==> src/mrida_params.svh <==
// constants for the instruction decoder and address former
// assumes inclusion by bare name from every design file that needs it
`ifndef MRIDA_PARAMS_SVH
`define MRIDA_PARAMS_SVH

////////////////////////////////////////////////////////////////////////
// word and memory geometry
`define MRIDA_WORD_W       12
`define MRIDA_FIELD_WORDS  4096
`define MRIDA_FIELD_LAST   3'h7
`define MRIDA_ADDR_LAST    12'hFFF
`define MRIDA_PAGES        32
`define MRIDA_PAGE_WORDS   128
`define MRIDA_PAGE_W       5
`define MRIDA_OFFS_W       7
`define MRIDA_ZERO_PAGE    5'h00

////////////////////////////////////////////////////////////////////////
// instruction field positions, bit 0 is the most significant
`define MRIDA_OP_HI        0
`define MRIDA_OP_LO        2
`define MRIDA_IND_BIT      3
`define MRIDA_PAGE_BIT     4
`define MRIDA_OFFS_HI      5
`define MRIDA_OFFS_LO      11
`define MRIDA_OP_LAST_MRI  3'h4
`define MRIDA_OP_JUMP      3'h5
`define MRIDA_OP_IOT       3'h6
`define MRIDA_OP_OPR       3'h7

////////////////////////////////////////////////////////////////////////
// register port
`define MRIDA_RA_W         8
`define MRIDA_RD_W         16
`define MRIDA_REG_CTRL     8'h00
`define MRIDA_REG_PC       8'h01
`define MRIDA_REG_STATE    8'h02
`define MRIDA_REG_INSTR    8'h03
`define MRIDA_REG_EADDR    8'h04
`define MRIDA_REG_ICOUNT   8'h05
`define MRIDA_CTRL_RUN     0
`define MRIDA_CTRL_STEP    1
`define MRIDA_CTRL_RESET   2'h0
`define MRIDA_PC_RESET     12'h000
`define MRIDA_WORD_RESET   12'h000
`define MRIDA_DISPLAY_RESET 12'h800

`endif

==> src/mrida_pkg.sv <==
// types shared by the decoder files
// assumes mrida_params.svh is available on the include path
`include "mrida_params.svh"

package mrida_pkg;
	// bit 0 is the high-order bit of every word
	typedef logic [0:`MRIDA_WORD_W-1] mrida_word_t;

	typedef enum logic [1:0] {
		MC_FETCH,
		MC_POINTER_CYCLE,
		MC_EXEC
	} mrida_major_t;
endpackage

==> src/mrida_op_decode.sv <==
// one-hot decode of the three-bit operation field
// assumes a combinational caller on the same clock
`timescale 1ns/100ps
`include "mrida_params.svh"

module mrida_op_decode (
	input  wire logic [2:0] opcode,
	output logic      [7:0] op_onehot,
	output logic            is_memory_ref,
	output logic            uses_address,
	output logic            is_augmented
);

	////////////////////////////////////////////////////////////////////////
	// 0 and, 1 add, 2 inc-skip, 3 deposit, 4 call, 5 jump, 6 io, 7 operate
	genvar i;
	generate
		for (i = 0; i < 8; i = i + 1) begin : g_op
			assign op_onehot[i] = (opcode == 3'(i)); // RULE16 RULE17 RULE18
		end
	endgenerate

	assign is_memory_ref = (opcode <= `MRIDA_OP_LAST_MRI); // RULE9
	assign uses_address  = (opcode <= `MRIDA_OP_JUMP); // RULE17
	assign is_augmented  = (opcode == `MRIDA_OP_IOT) || (opcode == `MRIDA_OP_OPR); // RULE18

endmodule

==> src/mrida_addr_form.sv <==
// forms the in-field address from page bit, offset and instruction location
// assumes the caller supplies the address the instruction was fetched from
`timescale 1ns/100ps
`include "mrida_params.svh"

module mrida_addr_form (
	input  wire mrida_pkg::mrida_word_t instr_word,
	input  wire mrida_pkg::mrida_word_t instr_loc,
	output mrida_pkg::mrida_word_t      formed_addr
);

	logic [0:`MRIDA_PAGE_W-1] page_sel;

	// page zero instructions see page zero either way, no special case needed
	assign page_sel = instr_word[`MRIDA_PAGE_BIT]
		? instr_loc[0:`MRIDA_PAGE_W-1]
		: `MRIDA_ZERO_PAGE; // RULE13 RULE14

	assign formed_addr = {page_sel, instr_word[`MRIDA_OFFS_HI:`MRIDA_OFFS_LO]}; // RULE4 RULE5

endmodule

==> src/mrida_decode_and_address_form.sv <==
// instruction classification and effective address formation
// assumes memory on the same clock answers each read with a one-cycle ack
//
// Behaviour
// RULE1: display bits 0-2 show fetch, pointer, execute
// RULE2: display bits 3-5 show held opcode
// RULE3: twelve-bit addresses span one 4096-word field
// RULE4: field is 32 pages of 128 words
// RULE5: top five bits page, low seven offset
// RULE6: counter wraps pages with no detection
// RULE7: bit 0 is the most significant
// RULE8: every fetched word executes as instruction
// RULE9: memory ops 0-4, address in low nine
// RULE10: augmented words pass all twelve bits
// RULE11: jump only loads the program counter
// RULE12: indirect bit makes formed address a pointer
// RULE13: page bit picks current page or zero
// RULE14: page-zero code always reaches page zero
// RULE15: full twelve-bit pointer reaches whole field
// RULE16: opcodes 0-4 decode to five memory ops
// RULE17: opcode 5 decodes as jump with addressing
// RULE18: opcodes 6 and 7 are augmented
// RULE19: indirect goes through pointer cycle first
// RULE20: reset gives fetch with cleared opcode register
//
// Local design decisions: the register offsets and the address-and-strobe port.
`timescale 1ns/100ps
`include "mrida_params.svh"

module mrida_decode_and_address_form (
	input  wire logic                     ref_clk,
	input  wire logic                     rst,
	// register port
	input  wire logic [`MRIDA_RA_W-1:0]   reg_addr,
	input  wire logic [`MRIDA_RD_W-1:0]   reg_wdata,
	input  wire logic                     reg_wr,
	input  wire logic                     reg_rd,
	output logic      [`MRIDA_RD_W-1:0]   reg_rdata,
	// memory read port
	output logic                          mem_req,
	output mrida_pkg::mrida_word_t        mem_addr,
	input  wire logic                     mem_ack,
	input  wire mrida_pkg::mrida_word_t   mem_rdata,
	// execute hand-off
	output logic                          exec_valid,
	output logic      [7:0]               exec_op,
	output logic                          exec_memory_ref,
	output logic                          exec_augmented,
	output mrida_pkg::mrida_word_t        exec_addr,
	output mrida_pkg::mrida_word_t        exec_word,
	output mrida_pkg::mrida_word_t        exec_pc,
	// console
	output mrida_pkg::mrida_word_t        state_display,
	output logic                          halted
);

	////////////////////////////////////////////////////////////////////////
	// state

	mrida_pkg::mrida_major_t major;
	mrida_pkg::mrida_major_t next_major;
	mrida_pkg::mrida_word_t  program_counter_reg;
	mrida_pkg::mrida_word_t  opcode_hold_reg;
	mrida_pkg::mrida_word_t  next_opcode_hold;
	mrida_pkg::mrida_word_t  eff_addr;
	mrida_pkg::mrida_word_t  formed_addr;
	mrida_pkg::mrida_word_t  instr_count;
	logic                    wait_ack;
	logic                    run;
	logic                    step;
	logic                    fetch_done;
	logic                    pointer_cycle_done;
	logic                    issue;
	logic                    go_pointer_cycle;
	logic                    pc_writable;
	logic [7:0]              fetch_onehot;
	logic                    fetch_memory_ref;
	logic                    fetch_uses_address;
	logic                    fetch_augmented;
	logic [7:0]              held_onehot;
	logic                    held_memory_ref;
	logic                    held_augmented;

	////////////////////////////////////////////////////////////////////////
	// decode of the word coming back from memory

	mrida_op_decode u_fetch_decode (
		.opcode        (mem_rdata[`MRIDA_OP_HI:`MRIDA_OP_LO]),
		.op_onehot     (fetch_onehot),
		.is_memory_ref (fetch_memory_ref),
		.uses_address  (fetch_uses_address),
		.is_augmented  (fetch_augmented)
	);

	// address formed from the word just fetched and where it came from
	mrida_addr_form u_addr_form (
		.instr_word  (mem_rdata),
		.instr_loc   (program_counter_reg),
		.formed_addr (formed_addr)
	);

	////////////////////////////////////////////////////////////////////////
	// cycle sequencing

	assign fetch_done = (major == mrida_pkg::MC_FETCH) && wait_ack && mem_ack;
	assign pointer_cycle_done = (major == mrida_pkg::MC_POINTER_CYCLE) && wait_ack && mem_ack;
	// data and instructions are not told apart: any ack'd word is decoded
	assign go_pointer_cycle   = fetch_uses_address && mem_rdata[`MRIDA_IND_BIT]; // RULE8 RULE12
	// a new read goes out only when none is outstanding
	assign issue      = !wait_ack && !mem_req
		&& (((major == mrida_pkg::MC_FETCH) && run) || (major == mrida_pkg::MC_POINTER_CYCLE));
	assign pc_writable = !run && (major == mrida_pkg::MC_FETCH) && !wait_ack && !mem_req;

	always_comb begin
		next_major = major;
		unique case (major)
			mrida_pkg::MC_FETCH: begin
				if (fetch_done) begin
					next_major = go_pointer_cycle ? mrida_pkg::MC_POINTER_CYCLE : mrida_pkg::MC_EXEC; // RULE19
				end
			end
			mrida_pkg::MC_POINTER_CYCLE: begin
				if (pointer_cycle_done) begin
					next_major = mrida_pkg::MC_EXEC; // RULE19
				end
			end
			mrida_pkg::MC_EXEC: begin
				next_major = mrida_pkg::MC_FETCH;
			end
			default: begin
				next_major = mrida_pkg::MC_FETCH;
			end
		endcase
	end

	always_ff @(posedge ref_clk) begin
		if (rst) begin
			major <= mrida_pkg::MC_FETCH; // RULE20
		end else begin
			major <= next_major;
		end
	end

	always_comb begin
		next_opcode_hold = opcode_hold_reg;
		if (fetch_done) begin
			next_opcode_hold = mem_rdata;
		end
	end

	always_ff @(posedge ref_clk) begin
		if (rst) begin
			opcode_hold_reg <= `MRIDA_WORD_RESET; // RULE20
		end else if (fetch_done) begin
			opcode_hold_reg <= next_opcode_hold;
		end
	end

	////////////////////////////////////////////////////////////////////////
	// memory reads

	always_ff @(posedge ref_clk) begin
		if (rst) begin
			mem_req  <= 1'b0;
			mem_addr <= `MRIDA_WORD_RESET;
			wait_ack <= 1'b0;
		end else begin
			mem_req <= issue;
			if (issue) begin
				mem_addr <= (major == mrida_pkg::MC_POINTER_CYCLE) ? eff_addr : program_counter_reg;
				wait_ack <= 1'b1;
			end else if (wait_ack && mem_ack) begin
				wait_ack <= 1'b0;
			end
		end
	end

	////////////////////////////////////////////////////////////////////////
	// program counter and effective address

	always_ff @(posedge ref_clk) begin
		if (rst) begin
			program_counter_reg <= `MRIDA_PC_RESET;
		end else if (fetch_done) begin
			// plain 12-bit wrap, page boundaries are invisible
			program_counter_reg <= mrida_pkg::mrida_word_t'(program_counter_reg + 12'h001); // RULE3 RULE6
		end else if ((major == mrida_pkg::MC_EXEC) && held_onehot[`MRIDA_OP_JUMP]) begin
			program_counter_reg <= eff_addr; // RULE11
		end else if (reg_wr && (reg_addr == `MRIDA_REG_PC) && pc_writable) begin
			program_counter_reg <= reg_wdata[`MRIDA_WORD_W-1:0];
		end
	end

	always_ff @(posedge ref_clk) begin
		if (rst) begin
			eff_addr <= `MRIDA_WORD_RESET;
		end else if (fetch_done) begin
			// augmented words carry no address
			eff_addr <= fetch_uses_address ? formed_addr : `MRIDA_WORD_RESET; // RULE10 RULE13
		end else if (pointer_cycle_done) begin
			eff_addr <= mem_rdata; // RULE12 RULE15
		end
	end

	always_ff @(posedge ref_clk) begin
		if (rst) begin
			held_onehot     <= 8'h00;
			held_memory_ref <= 1'b0;
			held_augmented  <= 1'b0;
		end else if (fetch_done) begin
			held_onehot     <= fetch_onehot; // RULE16 RULE17 RULE18
			held_memory_ref <= fetch_memory_ref; // RULE9
			held_augmented  <= fetch_augmented; // RULE10
		end
	end

	////////////////////////////////////////////////////////////////////////
	// execute hand-off, valid for exactly the execute cycle

	always_ff @(posedge ref_clk) begin
		if (rst) begin
			exec_valid      <= 1'b0;
			exec_op         <= 8'h00;
			exec_memory_ref <= 1'b0;
			exec_augmented  <= 1'b0;
			exec_addr       <= `MRIDA_WORD_RESET;
			exec_word       <= `MRIDA_WORD_RESET;
			exec_pc         <= `MRIDA_WORD_RESET;
		end else begin
			exec_valid <= (next_major == mrida_pkg::MC_EXEC);
			if (fetch_done && !go_pointer_cycle) begin
				exec_op         <= fetch_onehot;
				exec_memory_ref <= fetch_memory_ref;
				exec_augmented  <= fetch_augmented;
				exec_addr       <= fetch_uses_address ? formed_addr : `MRIDA_WORD_RESET;
				exec_word       <= mem_rdata; // RULE10
				exec_pc         <= mrida_pkg::mrida_word_t'(program_counter_reg + 12'h001);
			end else if (pointer_cycle_done) begin
				exec_op         <= held_onehot;
				exec_memory_ref <= held_memory_ref;
				exec_augmented  <= held_augmented;
				exec_addr       <= mem_rdata; // RULE15
				exec_word       <= opcode_hold_reg;
				exec_pc         <= program_counter_reg;
			end
		end
	end

	////////////////////////////////////////////////////////////////////////
	// console state display, follows the cycle it shows without lag

	always_ff @(posedge ref_clk) begin
		if (rst) begin
			state_display <= `MRIDA_DISPLAY_RESET;
		end else begin
			state_display <= `MRIDA_WORD_RESET;
			state_display[0] <= (next_major == mrida_pkg::MC_FETCH); // RULE1 RULE7
			state_display[1] <= (next_major == mrida_pkg::MC_POINTER_CYCLE); // RULE1
			state_display[2] <= (next_major == mrida_pkg::MC_EXEC); // RULE1
			state_display[3:5] <= next_opcode_hold[`MRIDA_OP_HI:`MRIDA_OP_LO]; // RULE2
		end
	end

	////////////////////////////////////////////////////////////////////////
	// run control; a software set wins over the end-of-step clear

	always_ff @(posedge ref_clk) begin
		if (rst) begin
			run  <= 1'b0;
			step <= 1'b0;
		end else if (reg_wr && (reg_addr == `MRIDA_REG_CTRL)) begin
			run  <= reg_wdata[`MRIDA_CTRL_RUN];
			step <= reg_wdata[`MRIDA_CTRL_STEP];
		end else if ((major == mrida_pkg::MC_EXEC) && step) begin
			run <= 1'b0;
		end
	end

	always_ff @(posedge ref_clk) begin
		if (rst) begin
			halted <= 1'b1;
		end else begin
			halted <= !run && (next_major == mrida_pkg::MC_FETCH) && !issue && !wait_ack;
		end
	end

	// counts instructions handed to execute; a write clears it, except in an execute cycle, where the count goes up instead
	always_ff @(posedge ref_clk) begin
		if (rst) begin
			instr_count <= `MRIDA_WORD_RESET;
		end else if (major == mrida_pkg::MC_EXEC) begin
			instr_count <= mrida_pkg::mrida_word_t'(instr_count + 12'h001);
		end else if (reg_wr && (reg_addr == `MRIDA_REG_ICOUNT)) begin
			instr_count <= `MRIDA_WORD_RESET;
		end
	end

	////////////////////////////////////////////////////////////////////////
	// register reads, data valid only in the cycle after the strobe

	always_ff @(posedge ref_clk) begin
		if (rst) begin
			reg_rdata <= 16'h0000;
		end else if (reg_rd) begin
			unique case (reg_addr)
				`MRIDA_REG_CTRL:   reg_rdata <= {14'h0000, step, run};
				`MRIDA_REG_PC:     reg_rdata <= {4'h0, program_counter_reg};
				`MRIDA_REG_STATE:  reg_rdata <= {4'h0, state_display};
				`MRIDA_REG_INSTR:  reg_rdata <= {4'h0, opcode_hold_reg};
				`MRIDA_REG_EADDR:  reg_rdata <= {4'h0, eff_addr};
				`MRIDA_REG_ICOUNT: reg_rdata <= {4'h0, instr_count};
				default:           reg_rdata <= 16'h0000;
			endcase
		end else begin
			reg_rdata <= 16'h0000;
		end
	end

endmodule

==> config.mk <==
export PLATFORM = sky130hd
export DESIGN_NAME = mrida_decode_and_address_form
export DESIGN_NICKNAME = d
export VERILOG_FILES = /design/src/mrida_pkg.sv /design/src/mrida_op_decode.sv /design/src/mrida_addr_form.sv /design/src/mrida_decode_and_address_form.sv
export VERILOG_INCLUDE_DIRS = /design/src
export SDC_FILE = /design/constraint.sdc
export NUM_CORES = 1
export LEC_CHECK = 0
export BUFFER_PORTS_ARGS = -buffer_cell sky130_fd_sc_hd__buf_2
export CAP_MARGIN = 0
export CELL_PAD_IN_SITES_DETAIL_PLACEMENT = 1
export CELL_PAD_IN_SITES_GLOBAL_PLACEMENT = 1
export CORE_MARGIN = 2
export CORE_UTILIZATION = 44
export DETAILED_ROUTE_END_ITERATION = 12
export GPL_TIMING_DRIVEN = 0
export MAX_ROUTING_LAYER = met4
export PLACE_DENSITY = 0.89
export SETUP_SLACK_MARGIN = 0.4
export SLEW_MARGIN = 20
export SYNTH_ARGS = -nofsm -noshare
export SYNTH_HDL_FRONTEND = slang
export SYNTH_SLANG_ARGS = --single-unit
==> constraint.sdc <==
create_clock -name ref_clk -period 5.4 [get_ports ref_clk]
set_input_delay 1.08 -clock ref_clk [delete_from_list [all_inputs] [get_ports ref_clk]]
set_output_delay 1.08 -clock ref_clk [all_outputs]
set_load 0.02 [all_outputs]
======== Word-level counts from Yosys, hierarchy flattened ========
Index checks and enable logic that the tools add are counted.
cells by class
  magnitude comparators ................... 2
  eq/ne operators ......................... 16
  add/sub/neg operators ................... 2
  bitwise gates (word level) .............. 1
  reduce and logical (&&, ||, !) cells .... 40
  multiplexer cells ....................... 31
operators with widths
  operator                                                          number
  12-bit two-way mux                                                15
  12-bit one-hot mux with 6 select lines                            1
  12-bit by 1-bit adder with 12-bit output (second input constant)  2
  1-bit logical AND                                                 22
  8-bit by 2-bit == test with 1-bit output (second input constant)  2
  8-bit by 3-bit == test with 1-bit output (second input constant)  2
  8-bit two-way mux                                                 2
  3-bit == test (second input constant)                             4
  2-bit nonzero test                                                5
  8-bit by 1-bit == test with 1-bit output (second input constant)  1
  8-bit logical NOT                                                 1
  1-bit two-way mux                                                 8
  3-bit by 2-bit == test with 1-bit output (second input constant)  2
  3-bit less-or-equal comparator (second input constant)            2
  2-bit two-way mux                                                 3
  1-bit logical NOT                                                 5
  5-bit two-way mux                                                 1
  2-bit by 1-bit == test with 1-bit output (second input constant)  2
  2-bit == test (second input constant)                             2
  2-bit logical NOT                                                 2
  2-bit one-hot mux with 2 select lines                             1
  3-bit by 1-bit == test with 1-bit output (second input constant)  1
  3-bit logical NOT                                                 1
  3-bit nonzero test                                                1
  other kinds (3)                                                   4
word-level totals
  output and inout bits ................... 89
  bits in registers ....................... 152
  input port bits ......................... 41
  logic and storage cells ................. 116

======== Depth between registers and ports, before layout ========
Gate-level depths: netlist of run 1.
  depth after elaboration ................. 9
  depth in mapped cells ................... 7
  mapped depth without buffers ............ 6

======== Modules after synthesis ========
Synthesis of run 1 repeated with hierarchy kept, for this count alone.
second synthesis, totals
  cells, all modules ...................... 812
  area total of the unflattened synthesis .. 6,844.1 µm²
modules (own cells, without submodules)
  module                         cells an instance  sequential area each (µm²)  instances  area each (µm²)
  mrida_decode_and_address_form  787                2,822.7                     1          6,652.6
  mrida_op_decode                13                 0.0                         1          107.6
  mrida_addr_form                12                 0.0                         1          83.8

======== Worst setup path before layout of run 1 ========
No wires, ideal clock.
  path type ............................... input to register
  start point ............................. input port reg_addr[1]
  end point ............................... register program_counter_reg[7]
  path buffers ............................ 1
  setup slack ............................. 3,009 ps
  cell stages on the path ................. 6
  arrival ................................. 2,304 ps
  setup time .............................. 87 ps
  data required time ...................... 5,313 ps
  cells stage by stage .................... nor4b_1 > and4_1 > nor2_1 > or2_0 > buf_2 > o31ai_1
between the ends
  word-level cells in the longest chain between the ends .. 4
RTL lines
  item                                      line                                  text
  start, declared                           mrida_decode_and_address_form.sv:34   input wire logic [`MRIDA_RA_W-1:0] reg_addr,
  8-bit by 1-bit == test with 1-bit output  -
  1-bit logical AND (2 in a row)            mrida_decode_and_address_form.sv:189  end else if (reg_wr && (reg_addr == `MRIDA_REG_PC) && pc_writable) begin
  3-bit nonzero test (no line)              -
  end signal, assigned                      mrida_decode_and_address_form.sv:186  program_counter_reg <= mrida_pkg::mrida_word_t'(program_counter_reg + 12'h001);
  end signal, assigned                      mrida_decode_and_address_form.sv:188  program_counter_reg <= eff_addr;
  end signal, assigned                      mrida_decode_and_address_form.sv:190  program_counter_reg <= reg_wdata[`MRIDA_WORD_W-1:0];
  end, declared                             mrida_decode_and_address_form.sv:62   mrida_pkg::mrida_word_t program_counter_reg;
No other way between the ends.
A chain may end at the register's enable or synchronous reset.

======== Worst setup path after layout of run 1 ========
  start point ............................. input port mem_ack
  end point ............................... register exec_pc[10]
between the ends
  word-level cells in the longest chain between the ends .. 3
  elaborated cells between the ends (all ways) .. 5
  those cells by class .................... mux: 1; reduce/logical: 4
RTL lines
  item                                                             line                                  text
  start, declared                                                  mrida_decode_and_address_form.sv:42   input wire logic mem_ack,
  1-bit logical AND                                                mrida_decode_and_address_form.sv:105  assign fetch_done = (major == mrida_pkg::MC_FETCH) && wait_ack && mem_ack;
  1-bit logical AND                                                mrida_decode_and_address_form.sv:231  if (fetch_done && !go_pointer_cycle) begin
  12-bit two-way mux / 2-bit nonzero test (equally long branches)  -
  end signal, assigned                                             mrida_decode_and_address_form.sv:228  exec_pc <= `MRIDA_WORD_RESET;
  end signal, assigned                                             mrida_decode_and_address_form.sv:237  exec_pc <= mrida_pkg::mrida_word_t'(program_counter_reg + 12'h001);
  end signal, assigned                                             mrida_decode_and_address_form.sv:244  exec_pc <= program_counter_reg;
  end, declared                                                    mrida_decode_and_address_form.sv:51   output mrida_pkg::mrida_word_t exec_pc,
Several ways; a longest one is shown, not always the timed one.

==> results of run 1 <==
==> placed cells by master, fill, tap and decap left out, types with 5 or more instances in the layout <==
master / count
o21ai_1: 12
mux2_2: 10
o22a_1: 5
mux2_1: 6
clkbuf_16: 17
mux2i_1: 22
o21a_1: 5
buf_4: 13
nand2_1: 87
nor2b_1: 7
inv_1: 9
buf_2: 125
clkbuf_1: 54
nor2_1: 125
a22oi_1: 25
a311oi_1: 16
nand2b_1: 9
o32ai_1: 7
o21ai_0: 13
conb_1: 10
a31oi_1: 9
a21oi_1: 65
nand3_1: 21
a211oi_1: 30
dfxtp_1: 141
nor3_1: 27
==> kinds of logic after synthesis <==
kind of cell / after synthesis / synth area share
simple gates: 316 / 0.219
other cells: 1 / 0.000568
xor+xnor: 6 / 0.00797
mux: 40 / 0.0675
buf+inv: 90 / 0.0609
compound gates: 209 / 0.212
flops: 141 / 0.428
fa+ha+maj: 2 / 0.00379
==> worst paths after layout <==
path | startpoint | endpoint | slack (ps)
worst max-delay path | mem_ack | exec_pc[10] | 2670
worst max register to register | major[0] | exec_pc[10] | 2980
worst min-delay path | held_onehot[2] | held_onehot[2] | 460
worst min register to register | held_onehot[2] | held_onehot[2] | 460
==> metal layers <==
metal,wire length [um],global-route usage
met5,0,-
met4,1110,0.171
met3,2360,0.0700
met2,12200,0.525
met1,10300,0.410
==> per-stage QoR <==
step | util | area, sq um | hold WS [ps]
after floorplan | - | 6630 | 431
after global placement | 0.509 | 7430 | 443
after detailed placement | 0.509 | 7430 | 453
after CTS | 0.550 | 8020 | 467
after global routing | 0.550 | 8020 | 487
final | 0.550 | 8020 | 464
==> power groups by stage <==
stage	clock network, uW	registers, uW	logic (uW)
floorplan	0	1060	58.7
detailed placement	0	1060	102
CTS	1200	1040	104
global placement	0	1060	101
global route	1250	1040	113
finish	1200	1040	107
==> cell type report <==
class	count	area (sq um)	share of cell area
inverters	10	37.5	0.00468
plain buffers	80	364	0.0454
multi-input cells	583	3410	0.425
diodes	1	2.50	0.000312
well taps	184	230	0.0287
clock buffers	21	450	0.0562
repair buffers	113	566	0.0705
flip-flops and latches	141	2820	0.352
clock inverters	11	143	0.0178
==> tightest hold or removal path, stage by stage, from the launching register on <==
cell     delay, ps
dfxtp_1        310
nand2_1         50
a21oi_1         60
==> out/results.ini, run 1 <==
[status]
outcome = finished, final reports clean

[floorplanning]
fp.dieArea_sq_um = 16000
die-height_um = 126
placeableCoreArea_sq_um = 14600
core.rowCount = 44
die_width_um = 126
initial_cell_density_of_the_core = 0.452
ios = 130

[critical_path]
required_ps = 5750
worst_path_largest_cell_delay_ps = 550
cp-start-kind = input pin
crit_chain = buf_2 -> nand4bb_1 -> clkbuf_1 -> a21oi_2 -> clkbuf_1 -> nand2_1 -> xnor2_1 -> a211oi_1
cp-end-kind = register
cp_class = in2reg
arrival_ps = 3080
path_depth = 8
crit_path_max_fanout = 10
critical-path-top-delay-family = buffers and inverters
timing.critical_path.buf_inv = 3
worst_r2r_path_depth = 7
crit_path_top_delay_cell = clkbuf_1
critical_path.most_common_cell = clkbuf_1

[power_and_ir_drop]
switching_power_uw = 539
ir_worst_vdd_mv = 0.214
sw_frac_of_total = 0.229
p_leak_uw = 0.00310
cellInternalPower_uw = 1810
clock_share_of_power = 0.511
powerDensity_nw_per_um2 = 293
share_of_total_power_in_sequential_cells = 0.444
report.power.total_uw = 2350
pwr-share-comb = 0.045

[cts]
cts-buffers-inserted = 17
postCtsSetupBuffers = 0
clock_latency_on_the_worst_skew_pair_ps = 440
cts.sink_count = 141
tritoncts_clock_tree = yes
clkTransAtPathRegs_ps = 60
post_cts_hold_buffer_count = 0
cts.htree.levels = 4
count_of_cells_resized_by_post_cts_repair = 0
clockBufferDepth = 2
clk_root_buffer_cell = clkbuf_16

[route]
first_iter_violations = 635
detail-route-antenna-nets = 0
vias = 7143
avgRoutedWirePerCell_um = 22.7
number_of_detailed_routing_iterations_run_before_antenna_repair = 7
drt-vias-per-instance = 6.24
wl_um = 26000
route.detailed.drc = 0

[sta]
period_share = 0.506
setup-violations-final = 0
setup_tns_ps = 0
timing.final.hold_violations = 0
max_freq_mhz = 366
timing_max_transition_violations_final = 0
final_critical_delay_including_setup_and_external_delays_ps = 2730
max_slew.worst_pin.slew_ps = 747
setup_ws_ps = 2670
setup_repair_after_global_routing_missed_its_margin = false
slew-limit-headroom = 0.502
finalClockSkew_ps = 9.09

[placement]
pre_cts_ws_ps = 2290
place.detailed.hpwl_um = 18300
routability_cong = 0.944
dpl.cell_count = 1111
count_of_buffers_inserted_at_the_top_level_ports = 113

[yosys]
synthFlopType = dfxtp_1
yosys.area.top_type_share = 0.428
yosysWarningCount = 0
ys_top_cells_by_area = dfxtp_1, nor2_1, nand2_1
yosysMostFrequentCell = dfxtp_1
ys_top_cells_by_count = dfxtp_1, nor2_1, nand2_1, a21oi_1, clkbuf_1
ys_seq_elements = 141
syn_avg_cell_area_sq_um = 8.19
postSynth.asyncResetShare = 0
synth_area_sq_um = 6600
syn-instance-count = 805
synth_edf_count = 0
post_synth_num_cell_types = 64
synth_top_cell_by_area = dfxtp_1
synth.yosys.seq_area_share = 0.428

[grt]
grt_overflow_total = 0
grt_first_pass_wirelength_um = 40200
grt_start_max_net_pins = 17
globalRouteTotalUtil = 0.335
first_global_vias = 7160
antenna_violations_before_repair = 0

[cells_and_area]
final_cells = 1144
final_layout_size_suffix_gt1_frac = 0.195
areaGrowthSynthToFinish_pct = 21.6
fillerInstances = 1819
fin_nets = 989

[run]
max_cap_viol_count = 0

[worst_hold_path]
min_delay_path_depth = 2
timing.hold.worst.class = reg2reg

Power figures use the tool's default switching activity.
==> run 2: changes to the inputs <==
--- a/config.mk
+++ b/config.mk
@@ -11,11 +11,11 @@
 export CELL_PAD_IN_SITES_DETAIL_PLACEMENT = 1
 export CELL_PAD_IN_SITES_GLOBAL_PLACEMENT = 1
 export CORE_MARGIN = 2
-export CORE_UTILIZATION = 44
+export CORE_UTILIZATION = 37
 export DETAILED_ROUTE_END_ITERATION = 12
 export GPL_TIMING_DRIVEN = 0
 export MAX_ROUTING_LAYER = met4
-export PLACE_DENSITY = 0.89
+export PLACE_DENSITY = 0.8
 export SETUP_SLACK_MARGIN = 0.4
 export SLEW_MARGIN = 20
 export SYNTH_ARGS = -nofsm -noshare
==> constraint.sdc (replaced) <==
create_clock -name ref_clk -period 2.2 [get_ports ref_clk]
set_input_delay 0.44 -clock ref_clk [delete_from_list [all_inputs] [get_ports ref_clk]]
set_output_delay 0.44 -clock ref_clk [all_outputs]
set_load 0.02 [all_outputs]
==> out/results.ini, run 2 (same netlist as run 1, synthesis figures left out) <==
[status]
outcome = finished, final reports clean

[floorplanning]
core.rowCount = 48
ios = 130
die-height_um = 138
placeableCoreArea_sq_um = 17400
fp.dieArea_sq_um = 18900
die_width_um = 138
initial_cell_density_of_the_core = 0.380

[power_and_ir_drop]
cellInternalPower_uw = 4350
switching_power_uw = 1360
report.power.total_uw = 5710
ir_worst_vdd_mv = 0.551
share_of_total_power_in_sequential_cells = 0.447
p_leak_uw = 0.00334
pwr-share-comb = 0.047
clock_share_of_power = 0.506
sw_frac_of_total = 0.238
powerDensity_nw_per_um2 = 671

[cells_and_area]
final_layout_size_suffix_gt1_frac = 0.267
areaGrowthSynthToFinish_pct = 29.0
fin_nets = 1011
layout_common_cells = dfxtp_1, nor2_1, buf_2
post-route-cell-area_sq_um = 8510
mostFrequentLayoutCell = dfxtp_1

[sta]
setup_repair_after_global_routing_missed_its_margin = true
timing.final.hold_violations = 0
timing_max_transition_violations_final = 0
setup-violations-final = 0
slew-limit-headroom = 0.423
max_freq_mhz = 523
finalClockSkew_ps = 8.60
final_critical_delay_including_setup_and_external_delays_ps = 1910
max_slew.worst_pin.slew_ps = 865
period_share = 0.870

[critical_path]
rr_startpoint = run
required_ps = 2540
cp-start-kind = register
cp_class = reg2reg
critPathLaunch = run
cp-end-kind = register
reg2reg_to = program_counter_reg[7]
worst_r2r_path_depth = 6
endpoint = program_counter_reg[7]
crit_path_max_fanout = 8
worst_reg_to_reg_setup_slack_ps = 290
arrival_ps = 2260

[route]
avgRoutedWirePerCell_um = 23.0
route.detailed.drc = 0
first_iter_violations = 558
wl_um = 27700
number_of_detailed_routing_iterations_run_before_antenna_repair = 8
drt-vias-per-instance = 5.95
detail-route-antenna-nets = 0
vias = 7173

[grt]
first_global_vias = 6841
globalRouteTotalUtil = 0.292
grt_start_max_net_pins = 17
antenna_violations_before_repair = 1
grt_overflow_total = 0
grt_first_pass_wirelength_um = 39700

[worst_hold_path]
timing.hold.worst.class = in2reg

[placement]
place.detailed.hpwl_um = 18800
routability_cong = 0.910
count_of_buffers_inserted_at_the_top_level_ports = 113
placed_area_sq_um = 7480

[cts]
cts-buffers-inserted = 17
clockBufferDepth = 2
clk_root_buffer_cell = clkbuf_16
clkTransAtPathRegs_ps = 60
cts.sink_count = 141
post_cts_hold_buffer_count = 0
cts.htree.levels = 4
tritoncts_clock_tree = yes
clock_latency_on_the_worst_skew_pair_ps = 430

[run]
max_cap_viol_count = 0

## run 2: cell types whose count changed in the layout (fill, tap and decap cells not counted), sizes merged
cell      delta
clkinv       -3
bufinv       -1
clkinvlp     +3
clkbuf       -4
buf         +26
## run 2: area by class of cell
type / count / area [sq um]
fillers: 2125 / 8850
multi-input cells: 583 / 3530
flip-flops and latches: 141 / 2840
repair buffers: 135 / 747
plain buffers: 80 / 492
clock buffers: 21 / 460
well taps: 225 / 282
clock inverters: 10 / 116
inverters: 10 / 37.5
diodes: 1 / 2.50
## run 2: repair_timing
item                                    in CTS  in global routing
endpoints found under the hold margin        0                  0
endpoints found under the setup margin      95                 63
gates resized for setup                     65                 44
setup buffers                                8                 14
pin swaps                                    5                  4
## run 2: worst max-delay path, stage by stage (launching register included)
cell and delay [ps]:
dfxtp_1 360, nor4b_1 400, and4_4 320, nor2_1 90
or2_0 220, buf_2 200, o31ai_1 230
## run 2: power by group through the flow
stage / Clock [uW] / Combinational, uW / Sequential (uW)
after floorplan: 0 / 144 / 2610
after global placement: 0 / 249 / 2610
after detailed placement: 0 / 253 / 2610
after CTS: 2880 / 258 / 2550
after global routing: 3000 / 281 / 2550
final: 2890 / 270 / 2550
## run 2: metrics by stage
stage,instances,setup slack [ps],util,hold WS [ps],TNS (ps)
after global routing,1206,268,0.490,286,0
final,1206,287,0.490,288,0
after floorplan,814,449,-,431,0
after global placement,1152,-310,0.431,442,-4230
after CTS,1191,370,0.478,280,0
after detailed placement,1152,-372,0.431,453,-6030
## run 2: metal layers
layer	wire [um]	part of all wire	up-vias	global-route usage
met4	943	0.034	0	0.101
met3	2390	0.086	89	0.0552
met2	13000	0.47	379	0.472
met5	0	0	-	-
met1	11300	0.41	3523	0.367
li1	-	-	3182	-
## run 2: worst min-delay path by stage
stage | from | to | cells after the start
after floorplan | held_onehot[7] | held_onehot[7] | 2
after global placement | held_onehot[7] | held_onehot[7] | 2
after detailed placement | held_onehot[7] | held_onehot[7] | 2
after CTS | mem_rdata[4] | opcode_hold_reg[4] | 3
after global routing | mem_rdata[4] | opcode_hold_reg[4] | 3
final | mem_rdata[4] | opcode_hold_reg[4] | 3
